`src/rtl/i2c_channel_timing_control_map.svh`:
```
// Register map, field positions, reset values and timing counts
`ifndef I2C_CHANNEL_TIMING_CONTROL_MAP_SVH
`define I2C_CHANNEL_TIMING_CONTROL_MAP_SVH

`define ADDR_FWD_FILTER_CTRL    8'h17
`define ADDR_MASTER_HIGH_TIME   8'h18
`define ADDR_MASTER_LOW_TIME    8'h19
`define ADDR_CHANNEL_STATUS     8'h30

`define RST_FWD_FILTER_CTRL     8'h1E
`define RST_MASTER_HIGH_TIME    8'h7F
`define RST_MASTER_LOW_TIME     8'h7F

`define FLD_PASS_ALL            7
`define FLD_HOLD_MSB            6
`define FLD_HOLD_LSB            4
`define FLD_FILT_MSB            3
`define FLD_FILT_LSB            0

`define CLK_PERIOD_PS           10000
`define SCL_UNIT_TENTH_PS       380952
`define SCL_EXTRA_UNITS         5
`define HOLD_STEP_NS            40
`define FILT_STEP_PS            5000

`define SCL_UNIT_CYC  ((`SCL_UNIT_TENTH_PS + `CLK_PERIOD_PS * 10 - 1) / (`CLK_PERIOD_PS * 10))
`define HOLD_STEP_CYC ((`HOLD_STEP_NS * 1000 + `CLK_PERIOD_PS - 1) / `CLK_PERIOD_PS)
`define HOLD_TAPS     (7 * `HOLD_STEP_CYC)

`endif

```
`src/rtl/i2c_channel_timing_pkg.sv`:
```
// Types shared by the channel timing and forwarding logic
package i2c_channel_timing_pkg;

	typedef enum logic [1:0] {
		MST_IDLE,
		MST_LOW,
		MST_HIGH
	} master_state_t;

	typedef enum logic [1:0] {
		SLV_IDLE,
		SLV_STRETCH,
		SLV_SETUP,
		SLV_DRIVE
	} slave_state_t;

	// Settings as applied to the bus
	typedef struct packed {
		logic [2:0] hold;
		logic [3:0] filt;
	} line_cfg_t;

endpackage : i2c_channel_timing_pkg

```
`src/rtl/i2c_channel_timing_control.sv`:
```
// Local I2C port timing, glitch filter, SDA hold and forwarding decision
`timescale 1ns/100ps
`include "i2c_channel_timing_control_map.svh"

module i2c_channel_timing_control (
	input  wire logic             clock_i,
	input  wire logic             arst_n_i,
	input  wire logic [7:0]       reg_addr_i,
	input  wire logic [7:0]       reg_wdata_i,
	input  wire logic             reg_wr_i,
	input  wire logic             reg_rd_i,
	output logic      [7:0]       reg_rdata_o,
	input  wire logic             second_port_select_i,
	input  wire logic [6:0]       own_addr_i,
	input  wire logic [1:0][6:0]  remote_deser_addr_i,
	input  wire logic [1:0][6:0]  remote_slave_addr_i,
	output logic      [1:0]       fwd_o,
	output logic      [6:0]       rx_addr_o,
	output logic                  bus_busy_o,
	input  wire logic             master_en_i,
	input  wire logic             slave_stretch_i,
	input  wire logic             slave_data_ready_i,
	input  wire logic             slave_sda_bit_i,
	input  wire logic             scl_i,
	output logic                  scl_o,
	output logic                  scl_oe_o,
	input  wire logic             sda_i,
	output logic                  sda_o,
	output logic                  sda_oe_o,
	output logic                  sda_hold_o
);

	localparam int UNIT_CYC = `SCL_UNIT_CYC;
	localparam int TAPS     = `HOLD_TAPS;
	// Reset image of the control register; a bare literal cannot be bit-selected
	localparam logic [7:0] RST_CTRL = `RST_FWD_FILTER_CTRL;

	typedef struct packed {
		logic [1:0]                          scl_sync;
		logic [1:0]                          sda_sync;
		logic                                scl_f;
		logic                                sda_f;
		logic [3:0]                          scl_cnt;
		logic [3:0]                          sda_cnt;
		logic [TAPS-1:0]                     sda_dly;
		logic                                scl_prev;
		logic                                sda_prev;
		logic                                busy;
		logic [3:0]                          bit_cnt;
		logic [7:0]                          shift;
		logic [1:0]                          fwd;
		logic [6:0]                          addr;
		logic [1:0]                          pass_all;
		logic [2:0]                          hold_sw;
		logic [3:0]                          filt_sw;
		i2c_channel_timing_pkg::line_cfg_t   act;
		logic [7:0]                          high_time;
		logic [7:0]                          low_time;
		i2c_channel_timing_pkg::master_state_t mst;
		i2c_channel_timing_pkg::slave_state_t  slv;
		logic [2:0]                          tick_cnt;
		logic [8:0]                          unit_cnt;
		logic [2:0]                          sdiv_cnt;
		logic [8:0]                          sunit_cnt;
		logic                                mst_low;
		logic                                slv_low;
		logic                                sda_drive;
		logic [7:0]                          rdata;
	} state_t;

	state_t st_r;
	state_t st_nxt;
	logic [1:0] rst_sync_r;
	logic       rst_n;

	// Reset release through two flops; assertion stays asynchronous
	always_ff @(posedge clock_i or negedge arst_n_i) begin
		if (!arst_n_i) begin
			rst_sync_r <= 2'h0;
		end else begin
			rst_sync_r <= {rst_sync_r[0], 1'b1};
		end
	end
	assign rst_n = rst_sync_r[1];

	// Filter length in cycles: a least time, so it rounds up
	function automatic logic [3:0] filt_cycles(input logic [3:0] depth);
		int c;
		c = (int'(depth) * `FILT_STEP_PS + `CLK_PERIOD_PS - 1) / `CLK_PERIOD_PS;
		return c[3:0];
	endfunction : filt_cycles

	logic sda_held;
	logic scl_rise;
	logic start_ev;
	logic stop_ev;

	// Delayed SDA tap chosen by the applied hold setting
	always_comb begin
		if (st_r.act.hold == 3'h0) begin
			sda_held = st_r.sda_f;
		end else begin
			sda_held = st_r.sda_dly[int'(st_r.act.hold) * `HOLD_STEP_CYC - 1];
		end
	end

	assign scl_rise = st_r.scl_f && !st_r.scl_prev;
	assign start_ev = st_r.scl_f && st_r.scl_prev && st_r.sda_prev && !sda_held;
	assign stop_ev  = st_r.scl_f && st_r.scl_prev && !st_r.sda_prev && sda_held;

	// Next-state logic for the whole block
	always_comb begin
		logic [7:0] addr_byte;
		logic [8:0] limit;
		logic       sel;
		addr_byte = 8'h00;
		limit     = 9'h000;
		sel       = second_port_select_i;
		st_nxt    = st_r;

		// Pin synchronisers; first stage only feeds the second
		st_nxt.scl_sync = {st_r.scl_sync[0], scl_i};
		st_nxt.sda_sync = {st_r.sda_sync[0], sda_i};

		// Glitch filter: follow input only after it differs long enough
		if (st_r.scl_sync[1] == st_r.scl_f) begin
			st_nxt.scl_cnt = 4'h0;
		end else if (st_r.scl_cnt >= filt_cycles(st_r.act.filt)) begin
			st_nxt.scl_f   = st_r.scl_sync[1];
			st_nxt.scl_cnt = 4'h0;
		end else begin
			st_nxt.scl_cnt = st_r.scl_cnt + 4'h1;
		end
		if (st_r.sda_sync[1] == st_r.sda_f) begin
			st_nxt.sda_cnt = 4'h0;
		end else if (st_r.sda_cnt >= filt_cycles(st_r.act.filt)) begin
			st_nxt.sda_f   = st_r.sda_sync[1];
			st_nxt.sda_cnt = 4'h0;
		end else begin
			st_nxt.sda_cnt = st_r.sda_cnt + 4'h1;
		end

		// SDA delay line, one cycle per stage
		st_nxt.sda_dly  = {st_r.sda_dly[TAPS-2:0], st_r.sda_f};
		st_nxt.scl_prev = st_r.scl_f;
		st_nxt.sda_prev = sda_held;

		// Bus activity and address capture
		if (start_ev) begin
			st_nxt.busy    = 1'b1;
			st_nxt.bit_cnt = 4'h0;
			st_nxt.fwd     = 2'h0;
		end else if (stop_ev) begin
			st_nxt.busy    = 1'b0;
			st_nxt.fwd     = 2'h0;
		end else if (st_r.busy && scl_rise && st_r.bit_cnt < 4'h8) begin
			st_nxt.shift   = {st_r.shift[6:0], sda_held};
			st_nxt.bit_cnt = st_r.bit_cnt + 4'h1;
			if (st_r.bit_cnt == 4'h6) begin
				addr_byte   = {st_r.shift[6:0], sda_held};
				st_nxt.addr = addr_byte[6:0];
				for (int p = 0; p < 2; p++) begin
					if (st_r.pass_all[p]) begin
						st_nxt.fwd[p] = addr_byte[6:0] != own_addr_i;
					end else begin
						st_nxt.fwd[p] = (addr_byte[6:0] == remote_deser_addr_i[p]) ||
						                (addr_byte[6:0] == remote_slave_addr_i[p]);
					end
				end
			end
		end

		// Software copy moves to the bus only between transactions
		if (!st_r.busy && !start_ev) begin
			st_nxt.act.hold = st_r.hold_sw;
			st_nxt.act.filt = st_r.filt_sw;
		end

		// Register writes
		if (reg_wr_i) begin
			if (reg_addr_i == `ADDR_FWD_FILTER_CTRL) begin
				st_nxt.pass_all[sel] = reg_wdata_i[`FLD_PASS_ALL];
				st_nxt.hold_sw = reg_wdata_i[`FLD_HOLD_MSB:`FLD_HOLD_LSB];
				st_nxt.filt_sw = reg_wdata_i[`FLD_FILT_MSB:`FLD_FILT_LSB];
			end else if (reg_addr_i == `ADDR_MASTER_HIGH_TIME) begin
				st_nxt.high_time = reg_wdata_i;
			end else if (reg_addr_i == `ADDR_MASTER_LOW_TIME) begin
				st_nxt.low_time = reg_wdata_i;
			end
		end

		// Register reads, data stand one cycle later; unmapped reads zero
		st_nxt.rdata = 8'h00;
		if (reg_rd_i) begin
			if (reg_addr_i == `ADDR_FWD_FILTER_CTRL) begin
				st_nxt.rdata = {st_r.pass_all[sel], st_r.hold_sw, st_r.filt_sw};
			end else if (reg_addr_i == `ADDR_MASTER_HIGH_TIME) begin
				st_nxt.rdata = st_r.high_time;
			end else if (reg_addr_i == `ADDR_MASTER_LOW_TIME) begin
				st_nxt.rdata = st_r.low_time;
			end else if (reg_addr_i == `ADDR_CHANNEL_STATUS) begin
				st_nxt.rdata = {st_r.busy, st_r.fwd, st_r.mst != i2c_channel_timing_pkg::MST_IDLE,
				                st_r.slv != i2c_channel_timing_pkg::SLV_IDLE,
				                st_r.scl_f, st_r.sda_f, sda_held};
			end
		end

		// Master clock: unit tick divider then count value plus five units
		if (st_r.tick_cnt == 3'(UNIT_CYC - 1)) begin
			st_nxt.tick_cnt = 3'h0;
		end else begin
			st_nxt.tick_cnt = st_r.tick_cnt + 3'h1;
		end
		case (st_r.mst)
			i2c_channel_timing_pkg::MST_IDLE: begin
				st_nxt.mst_low = 1'b0;
				if (master_en_i) begin
					st_nxt.mst      = i2c_channel_timing_pkg::MST_LOW;
					st_nxt.mst_low  = 1'b1;
					st_nxt.tick_cnt = 3'h0;
					st_nxt.unit_cnt = 9'h000;
				end
			end
			i2c_channel_timing_pkg::MST_LOW: begin
				limit = {1'b0, st_r.low_time} + 9'(`SCL_EXTRA_UNITS);
				if (st_r.tick_cnt == 3'(UNIT_CYC - 1)) begin
					st_nxt.unit_cnt = st_r.unit_cnt + 9'h001;
					if (st_r.unit_cnt + 9'h001 >= limit) begin
						st_nxt.mst      = i2c_channel_timing_pkg::MST_HIGH;
						st_nxt.mst_low  = 1'b0;
						st_nxt.unit_cnt = 9'h000;
					end
				end
			end
			i2c_channel_timing_pkg::MST_HIGH: begin
				limit = {1'b0, st_r.high_time} + 9'(`SCL_EXTRA_UNITS);
				if (!st_r.scl_f) begin
					// Stretched by a slave: high time starts when the line is seen high
					st_nxt.tick_cnt = 3'h0;
					st_nxt.unit_cnt = 9'h000;
				end else if (st_r.tick_cnt == 3'(UNIT_CYC - 1)) begin
					st_nxt.unit_cnt = st_r.unit_cnt + 9'h001;
					if (st_r.unit_cnt + 9'h001 >= limit) begin
						st_nxt.unit_cnt = 9'h000;
						if (master_en_i) begin
							st_nxt.mst     = i2c_channel_timing_pkg::MST_LOW;
							st_nxt.mst_low = 1'b1;
						end else begin
							st_nxt.mst = i2c_channel_timing_pkg::MST_IDLE;
						end
					end
				end
			end
			default: begin
				st_nxt.mst = i2c_channel_timing_pkg::MST_IDLE;
			end
		endcase

		// Slave stretch with SDA setup before release
		if (st_r.sdiv_cnt == 3'(UNIT_CYC - 1)) begin
			st_nxt.sdiv_cnt = 3'h0;
		end else begin
			st_nxt.sdiv_cnt = st_r.sdiv_cnt + 3'h1;
		end
		case (st_r.slv)
			i2c_channel_timing_pkg::SLV_IDLE: begin
				st_nxt.slv_low   = 1'b0;
				st_nxt.sda_drive = 1'b0;
				if (slave_stretch_i) begin
					st_nxt.slv     = i2c_channel_timing_pkg::SLV_STRETCH;
					st_nxt.slv_low = 1'b1;
				end
			end
			i2c_channel_timing_pkg::SLV_STRETCH: begin
				if (slave_data_ready_i) begin
					st_nxt.slv       = i2c_channel_timing_pkg::SLV_SETUP;
					st_nxt.sda_drive = !slave_sda_bit_i;
					st_nxt.sdiv_cnt  = 3'h0;
					st_nxt.sunit_cnt = 9'h000;
				end else if (!slave_stretch_i) begin
					st_nxt.slv     = i2c_channel_timing_pkg::SLV_IDLE;
					st_nxt.slv_low = 1'b0;
				end
			end
			i2c_channel_timing_pkg::SLV_SETUP: begin
				limit = {1'b0, st_r.low_time} + 9'(`SCL_EXTRA_UNITS);
				if (st_r.sdiv_cnt == 3'(UNIT_CYC - 1)) begin
					st_nxt.sunit_cnt = st_r.sunit_cnt + 9'h001;
					if (st_r.sunit_cnt + 9'h001 >= limit) begin
						st_nxt.slv     = i2c_channel_timing_pkg::SLV_DRIVE;
						st_nxt.slv_low = 1'b0;
					end
				end
			end
			i2c_channel_timing_pkg::SLV_DRIVE: begin
				// Data held until the slave side drops its request
				if (!slave_stretch_i) begin
					st_nxt.slv       = i2c_channel_timing_pkg::SLV_IDLE;
					st_nxt.sda_drive = 1'b0;
				end
			end
			default: begin
				st_nxt.slv = i2c_channel_timing_pkg::SLV_IDLE;
			end
		endcase
	end

	// Single state register; reset takes constants only
	always_ff @(posedge clock_i or negedge rst_n) begin
		if (!rst_n) begin
			st_r           <= '0;
			st_r.scl_sync  <= 2'h3;
			st_r.sda_sync  <= 2'h3;
			st_r.scl_f     <= 1'b1;
			st_r.sda_f     <= 1'b1;
			st_r.scl_prev  <= 1'b1;
			st_r.sda_prev  <= 1'b1;
			st_r.sda_dly   <= '1;
			st_r.pass_all  <= {2{RST_CTRL[`FLD_PASS_ALL]}};
			st_r.hold_sw   <= RST_CTRL[`FLD_HOLD_MSB:`FLD_HOLD_LSB];
			st_r.filt_sw   <= RST_CTRL[`FLD_FILT_MSB:`FLD_FILT_LSB];
			st_r.act.hold  <= RST_CTRL[`FLD_HOLD_MSB:`FLD_HOLD_LSB];
			st_r.act.filt  <= RST_CTRL[`FLD_FILT_MSB:`FLD_FILT_LSB];
			st_r.high_time <= `RST_MASTER_HIGH_TIME;
			st_r.low_time  <= `RST_MASTER_LOW_TIME;
			st_r.mst       <= i2c_channel_timing_pkg::MST_IDLE;
			st_r.slv       <= i2c_channel_timing_pkg::SLV_IDLE;
		end else begin
			st_r <= st_nxt;
		end
	end

	// Outputs; open-drain lines only ever pull low
	assign reg_rdata_o = st_r.rdata;
	assign fwd_o       = st_r.fwd;
	assign rx_addr_o   = st_r.addr;
	assign bus_busy_o  = st_r.busy;
	assign scl_o       = 1'b0;
	assign sda_o       = 1'b0;
	assign scl_oe_o    = st_r.mst_low | st_r.slv_low;
	assign sda_oe_o    = st_r.sda_drive;
	assign sda_hold_o  = sda_held;

endmodule : i2c_channel_timing_control

```
`config.mk`:
```
export PLATFORM = sky130hd
export DESIGN_NAME = i2c_channel_timing_control
export DESIGN_NICKNAME = d
export VERILOG_FILES = /design/src/rtl/i2c_channel_timing_pkg.sv /design/src/rtl/i2c_channel_timing_control.sv
export VERILOG_INCLUDE_DIRS = /design/src /design/src/rtl
export SDC_FILE = /design/constraint.sdc
export NUM_CORES = 1
export LEC_CHECK = 0
export ABC_CLOCK_PERIOD_IN_PS = 4000
export BUFFER_PORTS_ARGS = -buffer_cell sky130_fd_sc_hd__buf_2
export CORE_MARGIN = 8
export CORE_UTILIZATION = 55
export CTS_CLUSTER_DIAMETER = 200
export DETAILED_ROUTE_END_ITERATION = 12
export PLACE_DENSITY = 0.78
export RECOVER_POWER = 50
export SLEW_MARGIN = 30
export SYNTH_ARGS = -nofsm -noshare
export SYNTH_HDL_FRONTEND = slang
export SYNTH_SLANG_ARGS = --single-unit
export TNS_END_PERCENT = 10
```
`constraint.sdc`:
```
create_clock -name clock_i -period 4 [get_ports clock_i]
set_input_delay 0.2 -clock clock_i [delete_from_list [all_inputs] [get_ports clock_i]]
set_output_delay 0.2 -clock clock_i [all_outputs]
set_load 0.005 [all_outputs]
```
* Word level (Yosys, flattened, before mapping)
Cells that the tools add are included.
Word-level totals: logic and storage cells 216, bits in registers 139
Operators by class: add/subtract/negate cells 12, bitwise gates (word level) 7, reductions and logical operators 47, eq/ne operators 35, multiply operators 1, muxes and demuxes 72, magnitude comparators 9, div/mod/pow operators 1
Operators with widths (count):
- 9-bit two-way mux | 7
- 8-bit two-way mux | 5
- 12-bit two-way mux | 3
- 32-bit by 15-bit divider with 32-bit output, second input constant | 1
- 2-bit inequality test, second input constant | 15
- 7-bit equality test | 4
- 9-bit greater-or-equal comparator | 3
- 9-bit case mux with 3 select lines | 1
- 2-bit two-way mux | 13
- 8-bit by 5-bit equality test with 1-bit output, second input constant | 3
- 1-bit two-way mux | 23
- 21-bit two-way mux | 1
- 18-bit by 1-bit subtractor with 19-bit output, second input constant | 1
- 17-bit by 14-bit adder with 18-bit output, second input constant | 1
- 8-bit by 3-bit adder with 9-bit output, second input constant | 2
- 9-bit by 1-bit adder with 9-bit output, second input constant | 2
- 9-bit case mux with 2 select lines | 1
- 4-bit two-way mux | 4
- 3-bit AND reduction | 5
- 3-bit nonzero test | 5
- 4-bit by 10-bit multiplier with 14-bit output, second input constant | 1
- 4-bit by 1-bit adder with 4-bit output, second input constant | 3
- 3-bit two-way mux | 4
- 4-bit AND reduction | 3
- 35 further kinds | 73

* Depth between registers and ports, before layout
Gate-level depths: netlist of run 1.
depth in word-level cells 12, gate-level depth with buffers 30, mapped depth without buffers 28

* Least setup slack after synthesis of run 1
OpenSTA, ideal clock, no wires.
path type flip-flop to flip-flop, from register st_r[57] in the netlist's numbering, to register st_r, in the netlist st_nxt[94], arrival time 6.646 ns, path buffers 1, setup slack -2.728 ns, cell stages (with the launch flop) 28, clock period less this slack 6.728 ns, setup time 0.082 ns, data required time 3.918 ns, cell sequence dfstp_2 -> buf_4 -> inv_2 -> fa_1 -> inv_1 -> ha_1 -> inv_1 -> fa_1 -> nor3b_2 -> a21oi_1 -> nand3_1 -> a2111o_1 -> o22a_2 -> o211ai_4 -> inv_4 -> or3_4 -> xnor2_4 -> o41ai_2 -> xor2_1 -> nor4b_2 -> a31oi_1 -> o221ai_1 -> ha_1 -> nand2b_1 -> a21o_1 -> a21o_1 -> a21oi_1 -> mux2_2
Between the ends: longest elaborated chain between the ends 6
RTL lines:
- from (decl) | line i2c_channel_timing_control.sv:71 | state_t st_r;
- from (signal assigned) | line i2c_channel_timing_control.sv:329 | st_r <= st_nxt;
- 4-bit by 10-bit multiplier with 14-bit output (no source line)
- 17-bit by 14-bit adder with 18-bit output (no source line)
- 18-bit by 1-bit subtractor with 19-bit output | line i2c_channel_timing_control.sv:89 | c = (int'(depth) * `FILT_STEP_PS + `CLK_PERIOD_PS - 1) / `CLK_PERIOD_PS;
- 32-bit by 15-bit divider with 32-bit output (no source line)
- 4-bit greater-or-equal comparator | line i2c_channel_timing_control.sv:128 | end else if (st_r.scl_cnt >= filt_cycles(st_r.act.filt)) begin
- 2-bit AND reduction (no source line)
No other way between the ends. A chain may end at the register's enable or synchronous reset.

* Worst setup path in the final report of run 1
Ends and elaborated chain as after synthesis.

==> flow_metrics.py, run 1 <==
metrics = {
    "drt": {
        "wire_per_inst_microns": 17.4,
        "post-route-drc-count": 0,
        "drt_wl_total_mm": 22.8,
        "via_per_inst": 5.73,
        "route.vias.total": 7496,
        "first_pass_iters": 6,
        "ant_nets": 0,
        "drt_iter0_drc": 503,
    },
    "yosys": {
        "synth_top_family_by_area": "compound AO/OA/AOI/OAI gates",
        "synth_fa_ha_area_frac": 0.0999,
        "synthXorXnorAreaFrac": 0.0903,
        "synthArstFlopShare": 1.00,
        "synthFlopType": "dfrtp_1",
        "synth_area_leaders": "dfrtp_1 (22%), dfstp_2 (17%), ha_1 (9.3%)",
        "yosysSeqAreaShare": 0.384,
        "avgSynthCellArea_sq_um": 10.1,
        "synthSimpleGateAreaFrac": 0.138,
        "synth_warnings": 0,
        "synth_top_area_share": 0.217,
        "synth_compound_area_frac": 0.169,
        "synth_top_area_cell": "dfrtp_1",
        "ys_ff_latch": 137,
        "syn-cell-area_sq_um": 9120,
        "ys_types": 95,
        "synthMuxAreaShare": 0.0744,
        "netlist_instances": 905,
        "synth_edf_count": 0,
    },
    "flow_run": {
        "cap_viol_max_count": 2,
    },
    "worst_hold_path": {
        "hold_path_class": "primary input to flop",
    },
    "power_and_ir_drop": {
        "p_leak_nw": 5.21,
        "power_frac_clock": 0.186,
        "max-vdd-ir-drop_v": 0.000444,
        "p_int_mw": 5.32,
        "swShare": 0.389,
        "switching_power_mw": 3.38,
        "p_comb_frac": 0.555,
        "power.density_nw_per_um2": 775,
        "pwr-share-seq": 0.259,
    },
    "clocking": {
        "cts_sinks": 137,
        "cts_buffer_depth": 2,
        "cts_tree": "built",
        "path_clk_slew_ns": 0.06,
        "root_buffer": "clkbuf_16",
        "cts_buffers": 17,
        "clock_latency_ns": 0.42,
        "h-tree-depth": 4,
    },
    "sta": {
        "worst_slew_pin_slew_ns": 2.78,
        "post-route-worst-setup-slack_ns": -2.52,
        "period_share": 1.63,
        "rsz0062_at_grt": "true",
        "period_minus_slack_ns": 6.52,
        "timing.slew.headroom": -0.852,
        "finalHoldViolations": 0,
        "slew_viol_final": 91,
        "fmax_ghz": 0.153,
        "setup_viol": 10,
        "skew_ns": 0.0113,
    },
    "setup_path": {
        "end_kind": "flop",
        "critPathLaunchType": "flop",
        "r2r_slack_ns": -2.52,
        "crit_required_ns": 4.35,
        "cp.arrival_ns": 6.87,
        "criticalPathCategory": "flop to flop",
        "path_max_fanout": 4,
        "slowest_stage": "dfstp_2",
        "max_stage_delay_ns": 0.58,
    },
    "global_route": {
        "grtUsageMet1": 0.293,
        "grt_pass1_wl_mm": 36.5,
        "use_met3": 0.0430,
        "overflow": 0,
        "grt_usage": 0.221,
        "grt_pass1_vias": 7445,
        "use_met2": 0.351,
        "antenna_found_initial": 1,
        "grt_max_degree": 77,
        "top_usage_layer": "met2",
    },
    "floorplanning": {
        "ios": 85,
        "start_util": 0.556,
        "die_h_microns": 145,
        "die_w_microns": 145,
        "rows": 47,
        "core-area_sq_um": 16400,
        "dieArea_sq_um": 21000,
    },
    "placement": {
        "preCtsSetupSlack_ns": -2.44,
        "portBuffers": 82,
        "place.gp.congestion": 0.925,
        "dp_hpwl_mm": 16.5,
    },
    "finish": {
        "drive_gt1_frac": 0.350,
        "fin_nets": 1207,
        "area_growth_pct": 23.0,
        "layout_common_cells": "buf_4 (102), buf_2 (81), dfrtp_1 (79)",
        "layout_commonest_cell": "buf_4",
        "fill_cells": 1170,
        "final_util": 0.683,
    },
    "run_status": {
        "status": "finished with violations",
        "failed_checks": "max-capacitance violations, max-slew violations, negative setup slack",
    },
}
cell usage after synthesis, drive strengths merged, types with 8 or more instances:
master and instances:
nand3 29, inv 41, dfstp 58, a21boi 8, mux2 49, nor2 47
nor3 11, nand2 66, mux2i 10, a21o 28, clkbuf 15, buf 26
nand4 11, and3 12, dfrtp 79, nor2b 10, nand2b 13, a21oi 42
ha 68, xor2 39, xnor2 52, o21ai 61
registers in the layout, summed over array words and instances, names as in the netlist:
name,count
bus_busy_o,1
fwd_o,2
reg_rdata_o,8
rst_sync_r,2
rx_addr_o,7
sda_oe_o,1
st_nxt,31
st_r,85
critical path, delay by kind of cell, from the launching register on:
kind	cells	cell delay (ns)
AO/OA/AOI/OAI	13	2.52
multiplexers	1	0.31
buffers and inverters	6	0.52
flip-flops	1	0.58
adder cells (fa/ha/maj)	4	1.61
AND/OR/NAND/NOR	4	0.92
repair_timing:
action / in CTS / in global routing
endpoints found under the setup margin: 10 / 10
gates resized for setup: 15 / 13
hold buffers: 3 / 0
endpoints found under the hold margin: 4 / 0
pin swaps: 21 / 10
buffers inserted: 4 / 3
metrics by stage:
stage          cells  hold WS, ns  TNS (ns)  cell area [sq um]  power (mW)
2_1_floorplan    906      -0.0956    -23.34               9190        5.16
3_3_place_gp    1264     -0.00997    -22.12              10400        6.45
3_5_place_dp    1264     -0.00988    -23.59              10400        6.56
4_1_cts         1303       0.0530    -22.44              11100        8.53
5_1_grt         1308       0.0559    -32.68              11200        9.28
6_report        1308       0.0644    -24.31              11200        8.69
per-layer routing:
layer	wire length, microns	share of wire
met1	9920	0.43
met3	1260	0.055
met5	0	0
met4	514	0.023
met2	11100	0.49
final timing paths:
check / from / end / depth (start not counted)
worst max-delay path: st_r[57] / st_nxt[94] / 28
worst min-delay path: slave_data_ready_i / st_r[22] / 2
worst max register to register: st_r[57] / st_nxt[94] / 28
worst min register to register: rst_sync_r[1] / st_r[125] / 0
max in group asynchronous: rst_sync_r[1] / rx_addr_o[6] / 1
min in group asynchronous: arst_n_i / rst_sync_r[0] / 2
layout make-up:
class | instances | area, sq um | area share
repair buffers | 190 | 1220 | 0.109
well taps | 220 | 275 | 0.0245
clock inverters | 7 | 114 | 0.0102
multi-input cells | 687 | 5440 | 0.485
inverters | 41 | 164 | 0.0146
clock buffers | 25 | 497 | 0.0443
flip-flops and latches | 137 | 3500 | 0.312
diodes | 1 | 2.50 | 0.000223
power by group through the flow:
| stage | Combinational [mW] | Sequential (mW) | Clock [mW] |
|---|---|---|---|
| finish | 4.82 | 2.25 | 1.62 |
| detailed placement | 4.29 | 2.27 | 0 |
| CTS | 4.63 | 2.26 | 1.64 |
| global route | 5.28 | 2.30 | 1.70 |
| global placement | 4.19 | 2.25 | 0 |
| floorplan | 3.07 | 2.08 | 0 |
logic make-up after synthesis:
family,count (synthesis)
multiplexers,60
adder cells (fa/ha/maj),71
AND/OR/NAND/NOR,242
AO/OA/AOI/OAI,220
XOR/XNOR,91
flip-flops,137
buffers and inverters,82
other,2
Note: power is estimated with default switching activity, not from simulation.
==> inputs of run 2 (changes only) <==
Settings changed: GPL_TIMING_DRIVEN set to 0, SKIP_LAST_GASP set to 1.
==> flow_metrics.py, run 2 (synthesis results as in run 1) <==
metrics = {
    "sta": {
        "period_minus_slack_ns": 6.56,
        "slew_viol_final": 0,
        "setup_viol": 10,
        "rsz0062_at_grt": "true",
        "period_share": 1.64,
        "fmax_ghz": 0.152,
        "worst_slew_pin_slew_ns": 1.39,
        "skew_ns": 0.00969,
        "post-route-worst-setup-slack_ns": -2.56,
        "timing.slew.headroom": 0.0760,
        "hold_ws_ns": 0.0681,
        "finalHoldViolations": 0,
        "fin_tns_setup_ns": -24.73,
    },
    "power_and_ir_drop": {
        "max-vdd-ir-drop_v": 0.000426,
        "p_leak_nw": 4.96,
        "power.density_nw_per_um2": 750,
        "total_power_mw": 8.25,
    },
    "worst_hold_path": {
        "hold_path_class": "primary input to flop",
        "worstHoldStart": "reg_wdata_i[7]",
        "min_to": "st_r[69]",
        "hold_path_depth": 2,
    },
    "setup_path": {
        "end_kind": "flop",
        "slowest_stage": "dfstp_2",
        "crit_family": "compound AO/OA/AOI/OAI gates",
        "cp.arrival_ns": 6.90,
        "r2r_start": "st_r[57]",
        "cp_num_buf_inv": 5,
        "criticalPathCategory": "flop to flop",
        "reg2reg_to": "st_nxt[94]",
        "r2r_slack_ns": -2.56,
        "max_stage_delay_ns": 0.56,
        "critPathLaunchType": "flop",
        "rr_worst_depth": 27,
        "path_max_fanout": 8,
        "cp_common_cell": "a21oi_2",
        "crit_required_ns": 4.34,
    },
    "drt": {
        "post-route-drc-count": 0,
        "route.vias.total": 7191,
        "first_pass_iters": 5,
        "via_per_inst": 5.68,
        "drt_iter0_drc": 429,
        "wire_per_inst_microns": 17.1,
        "drt_wl_total_mm": 21.7,
        "ant_nets": 0,
    },
    "floorplanning": {
        "rows": 47,
        "die_w_microns": 145,
        "core-area_sq_um": 16400,
        "start_util": 0.556,
        "ios": 85,
        "die_h_microns": 145,
        "dieArea_sq_um": 21000,
    },
    "finish": {
        "layout_common_cells": "dfrtp_1 (79), buf_2 (74), ha_1 (67)",
        "fin_cells": 1267,
        "drive_gt1_frac": 0.305,
        "largest-register": "st_r",
        "largest_reg_flops": 85,
        "fin_nets": 1166,
        "area_growth_pct": 20.7,
        "final_util": 0.671,
        "final_area_sq_um": 11000,
        "layout_commonest_cell": "dfrtp_1",
    },
    "flow_run": {
        "cap_viol_max_count": 0,
    },
    "run_status": {
        "failed_checks": "negative setup slack",
        "status": "finished with violations",
    },
    "global_route": {
        "antenna_found_initial": 1,
        "grt_pass1_wl_mm": 35.1,
        "grt_pass1_vias": 7153,
        "grt_max_degree": 56,
        "grt_usage": 0.212,
        "overflow": 0,
    },
    "placement": {
        "place.gp.congestion": 0.850,
        "dp_hpwl_mm": 15.4,
        "portBuffers": 82,
        "place_area_sq_um": 9930,
        "preCtsSetupSlack_ns": -3.05,
        "dp_cells": 1210,
    },
    "clocking": {
        "root_buffer": "clkbuf_16",
        "cts_sinks": 137,
        "cts_buffer_depth": 2,
        "cts_buffers": 17,
        "path_clk_slew_ns": 0.06,
        "clock_latency_ns": 0.42,
        "h-tree-depth": 4,
        "cts_tree": "built",
    },
}
==> run 2: changes by cell type in the layout (fill, tap and decap cells not counted), sizes merged <==
cell / previous run / this run
clkinv: 4 / 2
clkbuf: 28 / 63
buf: 184 / 108
clkinvlp: 0 / 2
==> run 2: worst reg2reg max path: cells and delay by family, from the launching register on <==
family | cells | cell delay, ns
AO/OA/AOI/OAI | 10 | 2.19
adder cells (fa/ha/maj) | 4 | 1.54
AND/OR/NAND/NOR | 6 | 1.34
flip-flops | 1 | 0.56
buffers and inverters | 5 | 0.33
multiplexers | 1 | 0.32
XOR/XNOR | 1 | 0.21
==> run 2: final cells by class <==
type / count / area [sq um]
antenna: 1 / 2.50
buffer: 41 / 246
clock buffer: 25 / 561
clock inverter: 7 / 120
fill: 1213 / 5400
inverter: 41 / 168
multi-input combinational: 687 / 5530
sequential: 137 / 3500
tap: 220 / 275
timing repair buffer: 108 / 602
==> run 2: metal layers <==
layer	share of wire	GRT usage
met1	0.46	0.282
met3	0.045	0.0381
met2	0.49	0.345
met4	0.014	0.0630
met5	0	0
==> run 2: worst max path at each step <==
stage / from / end / slack, ns / depth (start not counted)
after floorplan: st_r[57] / st_nxt[94] / -2.44 / 27
after global placement: st_r[57] / st_nxt[95] / -3.00 / 27
after detailed placement: st_r[57] / st_nxt[94] / -3.05 / 27
after CTS: st_r[57] / st_nxt[94] / -2.51 / 28
after global routing: st_r[57] / st_nxt[94] / -2.80 / 27
final: st_r[57] / st_nxt[94] / -2.56 / 27
==> run 2: power by group <==
group	internal, mW	switching (mW)
logic	1.94	2.43
registers	1.88	0.259
clock network	1.17	0.577
total	4.98	3.27
==> run 2: repair_timing <==
item | 4_1_cts | 5_1_grt
buffers inserted | 18 | 3
gates resized for setup | 22 | 22
endpoints found under the hold margin | 4 | 0
pin swaps | 18 | 15
hold buffers | 3 | 0
setup endpoints to repair | 10 | 10
